### src/fdc_regs.svh
// Purpose: constants of the fieldbus drive command block
// Assumes: included by its bare name
// Notes: telegram codes are decimal figures written in hex
`ifndef FDC_REGS_SVH
`define FDC_REGS_SVH

`define FDC_ADDR_DEFAULT 7'h7e
`define FDC_ADDR_MIN 7'h01
`define FDC_ADDR_MAX 7'h7d
`define FDC_SW_ALL_OFF 7'h00
`define FDC_SW_ALL_ON 7'h7f
`define FDC_SYNC_SETTLE 2'h2

`define FDC_TG_STD1 10'h001
`define FDC_TG_STD20 10'h014
`define FDC_TG_350 10'h15e
`define FDC_TG_352 10'h160
`define FDC_TG_353 10'h161
`define FDC_TG_354 10'h162
`define FDC_TG_FREE 10'h3e7
`define FDC_TG_DEFAULT 10'h001

`define FDC_CMD_WORD_IDX 3'h0
`define FDC_BIT_ON 0
`define FDC_BIT_NO_COAST 1
`define FDC_BIT_NO_QUICK 2
`define FDC_BIT_ENABLE_OP 3
`define FDC_BIT_RFG_KEEP 4
`define FDC_BIT_RFG_RUN 5
`define FDC_BIT_SETPOINT 6
`define FDC_BIT_ACK 7
`define FDC_BIT_BUS_CTRL 10
`define FDC_BIT_REVERSE 11
`define FDC_BIT_MOP_UP 13
`define FDC_BIT_MOP_DOWN 14
`define FDC_BIT_CDS0 15

`endif

### src/fdc_pkg.sv
// Purpose: types of the fieldbus drive command block
// Assumes: nothing
// Notes: none
package fdc_pkg;
    typedef enum logic [1:0] {FDC_ST_LOCKOUT, FDC_ST_READY_START, FDC_ST_READY, FDC_ST_RUN} fdc_state_t;
    typedef enum logic [1:0] {FDC_RAMP_UP, FDC_RAMP_DOWN, FDC_RAMP_QUICK} fdc_ramp_t;

    typedef struct packed {
        logic [2:0] rx_words;
        logic [2:0] tx_words;
        logic [2:0] param_channel_words;
        logic free_map;
    } fdc_layout_t;

    typedef struct packed {
        logic ramp_stop_cmd;
        logic coast_stop_cmd;
        logic quick_stop_cmd;
        logic pulse_enable;
        logic rfg_zero;
        logic rfg_freeze;
        logic setpoint_enable;
        fdc_ramp_t ramp_sel;
        logic reverse;
        logic mop_up;
        logic mop_down;
        logic cds_bit0;
    } fdc_cmd_t;
endpackage

### src/fdc_drive_control.sv
// Purpose: station address, telegram layout and command word decode of a drive
// Assumes: one 25 MHz clock, synchronous active-low reset, switches are async pins
// Notes: command word arrives as received process word 0
// Behaviour
// RULE1: a valid switch address wins and blocks changes to the stored address
// RULE2: stored address writes only with switches all off or all on
// RULE3: stored bus address resets to 126
// RULE4: a station address is valid only within 1 to 125
// RULE5: new address takes effect only after a full power restart
// RULE6: code 1 gives 2/2 words and is default; code 20 gives 2/6
// RULE7: code 350 gives 4/4 words; code 352 gives 6/6 without parameter channel
// RULE8: codes 353 and 354 carry 2/2 and 6/6 plus 4/4 parameter words
// RULE9: predefined telegrams map word by word; 999 is freely interconnected
// RULE10: bit 0 low ramps down and off; rising edge readies, runs with bit 3
// RULE11: bit 1 low coasts the motor; high permits switch-on
// RULE12: bit 2 low quick stops on its own ramp; high permits switch-on
// RULE13: bit 3 low cancels pulses; high allows pulse enable
// RULE14: bit 4 low forces ramp generator output to zero
// RULE15: bit 5 low freezes ramp generator output; high tracks setpoint
// RULE16: bit 6 low brakes on normal ramp; high accelerates on ramp-up
// RULE17: bit 7 rising edge acknowledges faults; on still high gives closing lockout
// RULE18: bit 10 low ignores fieldbus process data; high accepts it
// RULE19: outside telegram 20 bit 11 reverses the setpoint, active at 0
// RULE20: outside telegram 20 bits 13 and 14 raise and lower the potentiometer
// RULE21: in telegram 20 bit 15 is command data set bit 0; 8, 9, 12 ignored
// RULE22: entering telegram 20 keeps previous meaning of bits 11, 13, 14
// RULE23: command word is the first received process word of each telegram
`timescale 1ns/100ps
`include "fdc_regs.svh"

module fdc_drive_control #(
    parameter int ADDR_W = 7,
    parameter int TG_W = 10
) (
    input wire logic ref_clk_in,
    input wire logic resetn_in,
    input wire logic [ADDR_W-1:0] addr_switch_in,
    input wire logic addr_param_wr_in,
    input wire logic [ADDR_W-1:0] addr_param_data_in,
    input wire logic telegram_wr_in,
    input wire logic [TG_W-1:0] telegram_data_in,
    input wire logic rx_word_valid_in,
    input wire logic [2:0] rx_word_idx_in,
    input wire logic [15:0] rx_word_in,
    input wire logic fault_in,
    output logic [ADDR_W-1:0] stored_bus_address_out,
    output logic [ADDR_W-1:0] station_address_out,
    output logic station_address_valid_out,
    output logic addr_param_reject_out,
    output logic [TG_W-1:0] telegram_select_out,
    output fdc_pkg::fdc_layout_t layout_out,
    output logic telegram_reject_out,
    output logic bus_control_out,
    output fdc_pkg::fdc_cmd_t drive_cmd_out,
    output logic fault_active_out,
    output logic fault_ack_out,
    output logic closing_lockout_out,
    output logic ready_to_start_out,
    output logic ready_out,
    output logic operation_enabled_out
);
    import fdc_pkg::*;

    generate
        if (ADDR_W != 7 || TG_W != 10) begin : g_bad_width
            $error("fdc_drive_control supports only ADDR_W 7 and TG_W 10");
        end
    endgenerate

    function automatic logic addr_ok(input logic [ADDR_W-1:0] a);
        addr_ok = (a >= `FDC_ADDR_MIN) && (a <= `FDC_ADDR_MAX); // RULE4
    endfunction

    function automatic logic tg_layout(input logic [TG_W-1:0] code, output fdc_layout_t lay);
        lay = '0;
        tg_layout = 1'b1;
        case (code)
            `FDC_TG_STD1: lay = '{3'h2, 3'h2, 3'h0, 1'b0}; // RULE6
            `FDC_TG_STD20: lay = '{3'h2, 3'h6, 3'h0, 1'b0}; // RULE6
            `FDC_TG_350: lay = '{3'h4, 3'h4, 3'h0, 1'b0}; // RULE7
            `FDC_TG_352: lay = '{3'h6, 3'h6, 3'h0, 1'b0}; // RULE7
            `FDC_TG_353: lay = '{3'h2, 3'h2, 3'h4, 1'b0}; // RULE8
            `FDC_TG_354: lay = '{3'h6, 3'h6, 3'h4, 1'b0}; // RULE8
            `FDC_TG_FREE: lay = '{3'h6, 3'h6, 3'h0, 1'b1}; // RULE9
            default: tg_layout = 1'b0;
        endcase
    endfunction

    // address switch synchroniser and start-up capture
    logic [ADDR_W-1:0] sw_meta_r, sw_sync_r;
    logic [1:0] settle_r, settle_nxt;
    logic started_r, started_nxt;
    logic [ADDR_W-1:0] stored_r, stored_nxt, station_r, station_nxt;
    logic station_valid_r, station_valid_nxt, addr_rej_r, addr_rej_nxt;
    logic sw_valid, sw_writable;

    always_comb begin
        sw_valid = addr_ok(sw_sync_r);
        sw_writable = (sw_sync_r == `FDC_SW_ALL_OFF) || (sw_sync_r == `FDC_SW_ALL_ON); // RULE2
        settle_nxt = settle_r;
        started_nxt = started_r;
        stored_nxt = stored_r;
        station_nxt = station_r;
        station_valid_nxt = station_valid_r;
        addr_rej_nxt = 1'b0;
        if (settle_r != `FDC_SYNC_SETTLE) begin
            settle_nxt = settle_r + 2'h1;
        end else if (!started_r) begin
            // address adopted once per restart only
            started_nxt = 1'b1; // RULE5
            station_nxt = sw_valid ? sw_sync_r : stored_r; // RULE1
            station_valid_nxt = sw_valid || addr_ok(stored_r); // RULE4
        end
        if (addr_param_wr_in) begin
            if (sw_writable && !sw_valid) begin // RULE1 RULE2
                stored_nxt = addr_param_data_in;
            end else begin
                addr_rej_nxt = 1'b1;
            end
        end
    end

    always_ff @(posedge ref_clk_in) begin
        sw_meta_r <= addr_switch_in;
        sw_sync_r <= sw_meta_r;
        if (!resetn_in) begin
            settle_r <= 2'h0;
            started_r <= 1'b0;
            stored_r <= `FDC_ADDR_DEFAULT; // RULE3
            station_r <= '0;
            station_valid_r <= 1'b0;
            addr_rej_r <= 1'b0;
        end else begin
            settle_r <= settle_nxt;
            started_r <= started_nxt;
            stored_r <= stored_nxt;
            station_r <= station_nxt;
            station_valid_r <= station_valid_nxt;
            addr_rej_r <= addr_rej_nxt;
        end
    end

    // telegram selection
    logic [TG_W-1:0] tg_r, tg_nxt;
    fdc_layout_t lay_r, lay_nxt, lay_new;
    logic tg_rej_r, tg_rej_nxt, keep_ext_r, keep_ext_nxt, tg_known;

    always_comb begin
        tg_known = tg_layout(telegram_data_in, lay_new);
        tg_nxt = tg_r;
        lay_nxt = lay_r;
        tg_rej_nxt = 1'b0;
        keep_ext_nxt = keep_ext_r;
        if (telegram_wr_in) begin
            if (tg_known) begin
                tg_nxt = telegram_data_in;
                lay_nxt = lay_new;
                if (telegram_data_in == `FDC_TG_STD20 && tg_r != `FDC_TG_STD20) begin
                    keep_ext_nxt = 1'b1; // RULE22
                end else if (telegram_data_in != `FDC_TG_STD20) begin
                    keep_ext_nxt = 1'b0;
                end
            end else begin
                tg_rej_nxt = 1'b1;
            end
        end
    end

    always_ff @(posedge ref_clk_in) begin
        if (!resetn_in) begin
            tg_r <= `FDC_TG_DEFAULT; // RULE6
            lay_r <= '{3'h2, 3'h2, 3'h0, 1'b0};
            tg_rej_r <= 1'b0;
            keep_ext_r <= 1'b0;
        end else begin
            tg_r <= tg_nxt;
            lay_r <= lay_nxt;
            tg_rej_r <= tg_rej_nxt;
            keep_ext_r <= keep_ext_nxt;
        end
    end

    // command word capture, decode and drive sequence
    logic [15:0] word_r, word_nxt;
    logic bus_ctrl_r, bus_ctrl_nxt, fault_r, fault_nxt, ack_r, ack_nxt;
    fdc_state_t state_r, state_nxt;
    fdc_cmd_t cmd_r, cmd_nxt;
    logic on_b, coast_ok, quick_ok, ext_ok, tg20, ack_edge, on_edge;

    always_comb begin
        word_nxt = word_r;
        bus_ctrl_nxt = bus_ctrl_r;
        if (rx_word_valid_in && rx_word_idx_in == `FDC_CMD_WORD_IDX) begin // RULE23
            bus_ctrl_nxt = rx_word_in[`FDC_BIT_BUS_CTRL];
            if (rx_word_in[`FDC_BIT_BUS_CTRL]) begin
                word_nxt = rx_word_in; // RULE18
            end
        end
        on_b = word_r[`FDC_BIT_ON];
        coast_ok = word_r[`FDC_BIT_NO_COAST];
        quick_ok = word_r[`FDC_BIT_NO_QUICK];
        tg20 = (tg_r == `FDC_TG_STD20);
        ext_ok = !tg20 || keep_ext_r; // RULE19 RULE20 RULE22
        on_edge = on_b && !word_nxt[`FDC_BIT_ON] ? 1'b0 : (!on_b && word_nxt[`FDC_BIT_ON]);
        ack_edge = !word_r[`FDC_BIT_ACK] && word_nxt[`FDC_BIT_ACK]; // RULE17
        ack_nxt = ack_edge;
        // a new fault beats a simultaneous acknowledge
        fault_nxt = fault_in || (fault_r && !ack_edge); // RULE17
        state_nxt = state_r;
        case (state_r)
            FDC_ST_LOCKOUT: begin
                if (!on_b && coast_ok && quick_ok && !fault_r) begin // RULE17
                    state_nxt = FDC_ST_READY_START;
                end
            end
            FDC_ST_READY_START: begin
                if (!coast_ok || !quick_ok) begin
                    state_nxt = FDC_ST_LOCKOUT; // RULE11 RULE12
                end else if (on_edge) begin
                    state_nxt = FDC_ST_READY; // RULE10
                end
            end
            FDC_ST_READY: begin
                if (!coast_ok || !quick_ok) begin
                    state_nxt = FDC_ST_LOCKOUT;
                end else if (!on_b) begin
                    state_nxt = FDC_ST_READY_START; // RULE10
                end else if (word_r[`FDC_BIT_ENABLE_OP]) begin
                    state_nxt = FDC_ST_RUN; // RULE10 RULE13
                end
            end
            FDC_ST_RUN: begin
                if (!coast_ok || !quick_ok) begin
                    state_nxt = FDC_ST_LOCKOUT; // RULE11 RULE12
                end else if (!on_b) begin
                    state_nxt = FDC_ST_READY_START; // RULE10
                end else if (!word_r[`FDC_BIT_ENABLE_OP]) begin
                    state_nxt = FDC_ST_READY; // RULE13
                end
            end
            default: state_nxt = FDC_ST_LOCKOUT;
        endcase
        if (fault_r) begin
            state_nxt = FDC_ST_LOCKOUT;
        end
        cmd_nxt.ramp_stop_cmd = !on_b; // RULE10
        cmd_nxt.coast_stop_cmd = !coast_ok; // RULE11
        cmd_nxt.quick_stop_cmd = !quick_ok; // RULE12
        cmd_nxt.pulse_enable = (state_nxt == FDC_ST_RUN); // RULE13
        cmd_nxt.rfg_zero = !word_r[`FDC_BIT_RFG_KEEP]; // RULE14
        cmd_nxt.rfg_freeze = !word_r[`FDC_BIT_RFG_RUN]; // RULE15
        cmd_nxt.setpoint_enable = word_r[`FDC_BIT_SETPOINT]; // RULE16
        if (!quick_ok) begin
            cmd_nxt.ramp_sel = FDC_RAMP_QUICK; // RULE12
        end else if (!on_b || !word_r[`FDC_BIT_SETPOINT]) begin
            cmd_nxt.ramp_sel = FDC_RAMP_DOWN; // RULE16
        end else begin
            cmd_nxt.ramp_sel = FDC_RAMP_UP;
        end
        cmd_nxt.reverse = ext_ok && !word_r[`FDC_BIT_REVERSE]; // RULE19
        cmd_nxt.mop_up = ext_ok && word_r[`FDC_BIT_MOP_UP]; // RULE20
        cmd_nxt.mop_down = ext_ok && word_r[`FDC_BIT_MOP_DOWN]; // RULE20
        cmd_nxt.cds_bit0 = tg20 && word_r[`FDC_BIT_CDS0]; // RULE21
    end

    always_ff @(posedge ref_clk_in) begin
        if (!resetn_in) begin
            word_r <= 16'h0000;
            bus_ctrl_r <= 1'b0;
            fault_r <= 1'b0;
            ack_r <= 1'b0;
            state_r <= FDC_ST_LOCKOUT;
            cmd_r <= '{1'b1, 1'b1, 1'b1, 1'b0, 1'b1, 1'b1, 1'b0, FDC_RAMP_QUICK, 1'b0, 1'b0, 1'b0, 1'b0};
        end else begin
            word_r <= word_nxt;
            bus_ctrl_r <= bus_ctrl_nxt;
            fault_r <= fault_nxt;
            ack_r <= ack_nxt;
            state_r <= state_nxt;
            cmd_r <= cmd_nxt;
        end
    end

    assign stored_bus_address_out = stored_r;
    assign station_address_out = station_r;
    assign station_address_valid_out = station_valid_r;
    assign addr_param_reject_out = addr_rej_r;
    assign telegram_select_out = tg_r;
    assign layout_out = lay_r;
    assign telegram_reject_out = tg_rej_r;
    assign bus_control_out = bus_ctrl_r;
    assign drive_cmd_out = cmd_r;
    assign fault_active_out = fault_r;
    assign fault_ack_out = ack_r;
    assign closing_lockout_out = (state_r == FDC_ST_LOCKOUT);
    assign ready_to_start_out = (state_r == FDC_ST_READY_START);
    assign ready_out = (state_r == FDC_ST_READY) || (state_r == FDC_ST_RUN);
    assign operation_enabled_out = (state_r == FDC_ST_RUN);
endmodule

### config.mk
export PLATFORM = sky130hd
export DESIGN_NAME = fdc_drive_control
export DESIGN_NICKNAME = d
export VERILOG_FILES = /design/src/fdc_pkg.sv /design/src/fdc_drive_control.sv
export VERILOG_INCLUDE_DIRS = /design/src /design/src/src
export SDC_FILE = /design/constraint.sdc
export NUM_CORES = 1
export LEC_CHECK = 0
export BUFFER_PORTS_ARGS = -buffer_cell sky130_fd_sc_hd__buf_4
export CAP_MARGIN = 10
export CORE_MARGIN = 1.5
export CORE_UTILIZATION = 35
export DETAILED_ROUTE_END_ITERATION = 16
export PLACE_DENSITY = 0.64
export RECOVER_POWER = 50
export SETUP_SLACK_MARGIN = 0.2
export SLEW_MARGIN = 15
export SYNTH_ARGS = -nofsm -noshare
export SYNTH_HDL_FRONTEND = slang
export SYNTH_SLANG_ARGS = --single-unit
### constraint.sdc
create_clock -name ref_clk_in -period 2.85 [get_ports ref_clk_in]
set_input_delay 0.285 -clock ref_clk_in [delete_from_list [all_inputs] [get_ports ref_clk_in]]
set_output_delay 0.285 -clock ref_clk_in [all_outputs]
set_load 0.005 [all_outputs]
==> metrics <==
status=complete, no violations; endpoints failing setup=0; pin count of the biggest net entering global routing=between 40 and 50; Sw Ratio=26.0%; Sink Count=80; Avg Inst Size Synth=a little over 10 um^2; Die Area=about 0.0091 mm^2; std cell rows=33; Sum Neg Setup Slack=0 ns; Commonest cells post-synth=dfxtp_1 (80), nand2_1 (41), nor2_1 (35), mux2i_1 (34), a21oi_1 (10); drt first-iter violations=56; Synth Warn #=0; Slowest cell on crit path=nor4_2; Largest stage delay, worst path=between 0.4 and 0.5 ns; Slew Limit Fails=0; # diodes=0; CTS tree=yes; antenna violations before repair=0; flip-flop and latch count after synthesis=80; Slew headroom=between 40% and 50%; Reg area=approximately 0.0016 mm^2; number of synthesized flops with an enable pin=0; reg2reg end=stored_bus_address_out[4]; Total Wirelength=roughly 6400 um; gpl congestion=between 0.7 and 0.8; Comb power frac=13.2%; Clock Path Buffers=2; Post-Synth Simple-Gate Area=between 20% and 30%; hold violation total from the final report=0; Final min period=about 1.9 ns; library cells used by synthesis=53; Fmax=approximately 0.52 GHz; P per Cell Area=~570 mW/mm^2; crit path cell chain=nor4_2 -> a22oi_4 -> nand3b_1 -> mux2i_1 -> nand2_1; I/O pin cnt=106; share of post-route cells with drive strength above 1=a little under a third; FILL cells=around 840; post-synth top area share=53.6%; fin nets=roughly 440; reg2reg setup slack=0.94 ns; routed via count=about 2.4k; clock latency on the worst-skew pair=about 0.34 ns; XOR/XNOR Fraction of Synth Area=less than 1%; max-cap violation count=0; hold path cells=1; Arrival @ worst endpoint=roughly 2.1 ns; Leak Pwr=approximately 1.8 nW; Peak supply drop=about 0.00028 V; core area=~0.0083 mm^2; WL/cell=roughly 13 um; clock-pin slew on the worst setup and hold paths=roughly 0.07 ns; number of global-route vias before repair=about 2.2k; hold path endpoint=sw_meta_r[4]; CP required=around 3 ns; Port-buffer cells=98; Initial Util=~36%; Num CTS Buffers=9; Slew @ Worst Pin=around 0.76 ns; Setup crit end kind=register; Synth Area in Adders=less than 1%; GRT overflow=0; gr usage total=between 10% and 20%; Compound-Gate Fraction of Synth Area=9.30%; count leader, synth=dfxtp_1; worst reg2reg path startpoint=sw_sync_r[3]; largest family of logic cells by synthesized area=simple AND/OR/NAND/NOR gates; final routed DRC violation total=0; reg2reg path depth=5; Final ANT Viol Nets=0; RSZ-0062 raised after global routing=false; post-cts resize count=0; # Post-CTS Setup Buffers=0; post-layout util=~47%; synth top area cells=dfxtp_1 (54%), mux2i_1 (11%), nand2_1 (5.2%), nor2_1 (4.4%), buf_4 (1.8%); crit-path max FO=9; type of origin of the critical path=register; HP Start=addr_switch_in[4]; sw power=0.577 mW; Post-synth ARST share=0%; Setup Skew=around 0.0086 ns; Clock power frac=a little under a third; # hold bufs at CTS=0; Synth Instances=between 200 and 300; mux cell area share after synthesis=a little under an eighth; Final Cycle Share=between 60% and 70%; Main synth FF type=dfxtp_1; worst hold path class=input pin to register; # H-tree levels=3; part of the power in registers=~55%; total iterations of the first detailed-routing run=4; WS Path Type=register to register; area leader, netlist=dfxtp_1; first-pass GRT wire length=about 10,000 um; die height=95.4 um; register area share after synthesis=between 50% and 60%; synthesized area=around 0.0030 mm^2; Area growth syn-to-layout=30.7%; die width=~95 um; footprint of the multi-input gates=0.00127 mm^2; DP Wirelength=approximately 4700 um; clock root buffer=clkbuf_8; vias per inst=between 4 and 5; Internal Power=roughly 1.6 mW
metrics by stage:
step	power (mW)	cell area, um^2	cells	hold WS, ns	setup WS, ns
final	2.22	3910	502	0.0685	0.943
after detailed placement	1.56	3770	487	0.312	0.940
after global routing	2.36	3910	502	0.0411	0.815
after CTS	2.28	3940	502	0.0259	0.938
after global placement	1.55	3770	487	0.313	0.914
after floorplan	1.41	3000	300	0.310	1.31
worst max path at each step:
stage | startpoint | endpoint | slack [ns] | cells past startpoint
after floorplan | telegram_data_in[9] | layout_out[8] | 1.31 | 5
after global placement | rx_word_idx_in[1] | drive_cmd_out[9] | 0.91 | 7
after detailed placement | telegram_data_in[1] | layout_out[3] | 0.94 | 7
after CTS | sw_sync_r[3] | stored_bus_address_out[1] | 0.94 | 5
after global routing | sw_sync_r[3] | stored_bus_address_out[6] | 0.82 | 5
final | sw_sync_r[3] | stored_bus_address_out[4] | 0.94 | 5
state kept, by name, summed over array words and instances (netlist names), 2 cells and up:
| register | flops |
|---|---|
| drive_cmd_out | 13 |
| word_r | 12 |
| telegram_select_out | 10 |
| station_address_out | 7 |
| stored_bus_address_out | 7 |
| sw_meta_r | 7 |
| sw_sync_r | 7 |
| layout_out | 5 |
| settle_r | 2 |
| state_r | 2 |
routing by layer:
metal | vias to the layer above | share of wire (%) | GRT usage (%) | routed length [um]
met5 | - | 0 | 0 | 0
met4 | 0 | 1.5 | 4.90 | 95
met3 | 10 | 8.4 | 5.58 | 537
met2 | 91 | 45 | 23.9 | 2880
met1 | 1089 | 45 | 17.9 | 2920
li1 | 1216 | - | - | -
worst max-delay path, delay by kind of cell, from the launching register on:
kind	cells	cell delay (ns)
mux	1	0.26
compound gates	1	0.18
simple gates	3	1.00
flops	1	0.33
cells by family after synthesis:
family                   count (synthesis)
other                                    1
buffers and inverters                   22
AO/OA/AOI/OAI                           36
AND/OR/NAND/NOR                        120
adder cells (fa/ha/maj)                  1
XOR/XNOR                                 2
flip-flops                              80
multiplexers                            35
placed cells by master (no fill, tap or decap), types with 3 or more instances in the layout:
master	count
a211oi_1	5
a21oi_1	10
a31oi_1	3
and2_1	7
and4_1	3
buf_4	55
clkbuf_1	7
clkbuf_4	39
clkbuf_8	9
conb_1	4
dfxtp_1	80
inv_1	3
mux2i_1	34
nand2_1	41
nand3b_1	3
nor2_1	35
nor2b_1	3
nor3_1	4
o21ai_0	3
o221ai_1	3
layout make-up:
type	count	share of cell area, %
clock buffer	10	3.27
multi-input combinational	198	32.5
sequential	80	41.0
inverter	4	0.384
timing repair buffer	100	18.6
clock inverter	5	0.865
tap	105	3.36
power by group through the flow:
stage | Combinational, mW | Clock [mW] | Sequential (mW)
finish | 0.293 | 0.701 | 1.22
global route | 0.338 | 0.787 | 1.23
CTS | 0.308 | 0.742 | 1.23
detailed placement | 0.308 | 0 | 1.25
global placement | 0.299 | 0 | 1.25
floorplan | 0.166 | 0 | 1.25
Note: power is estimated with default switching activity, not from simulation.
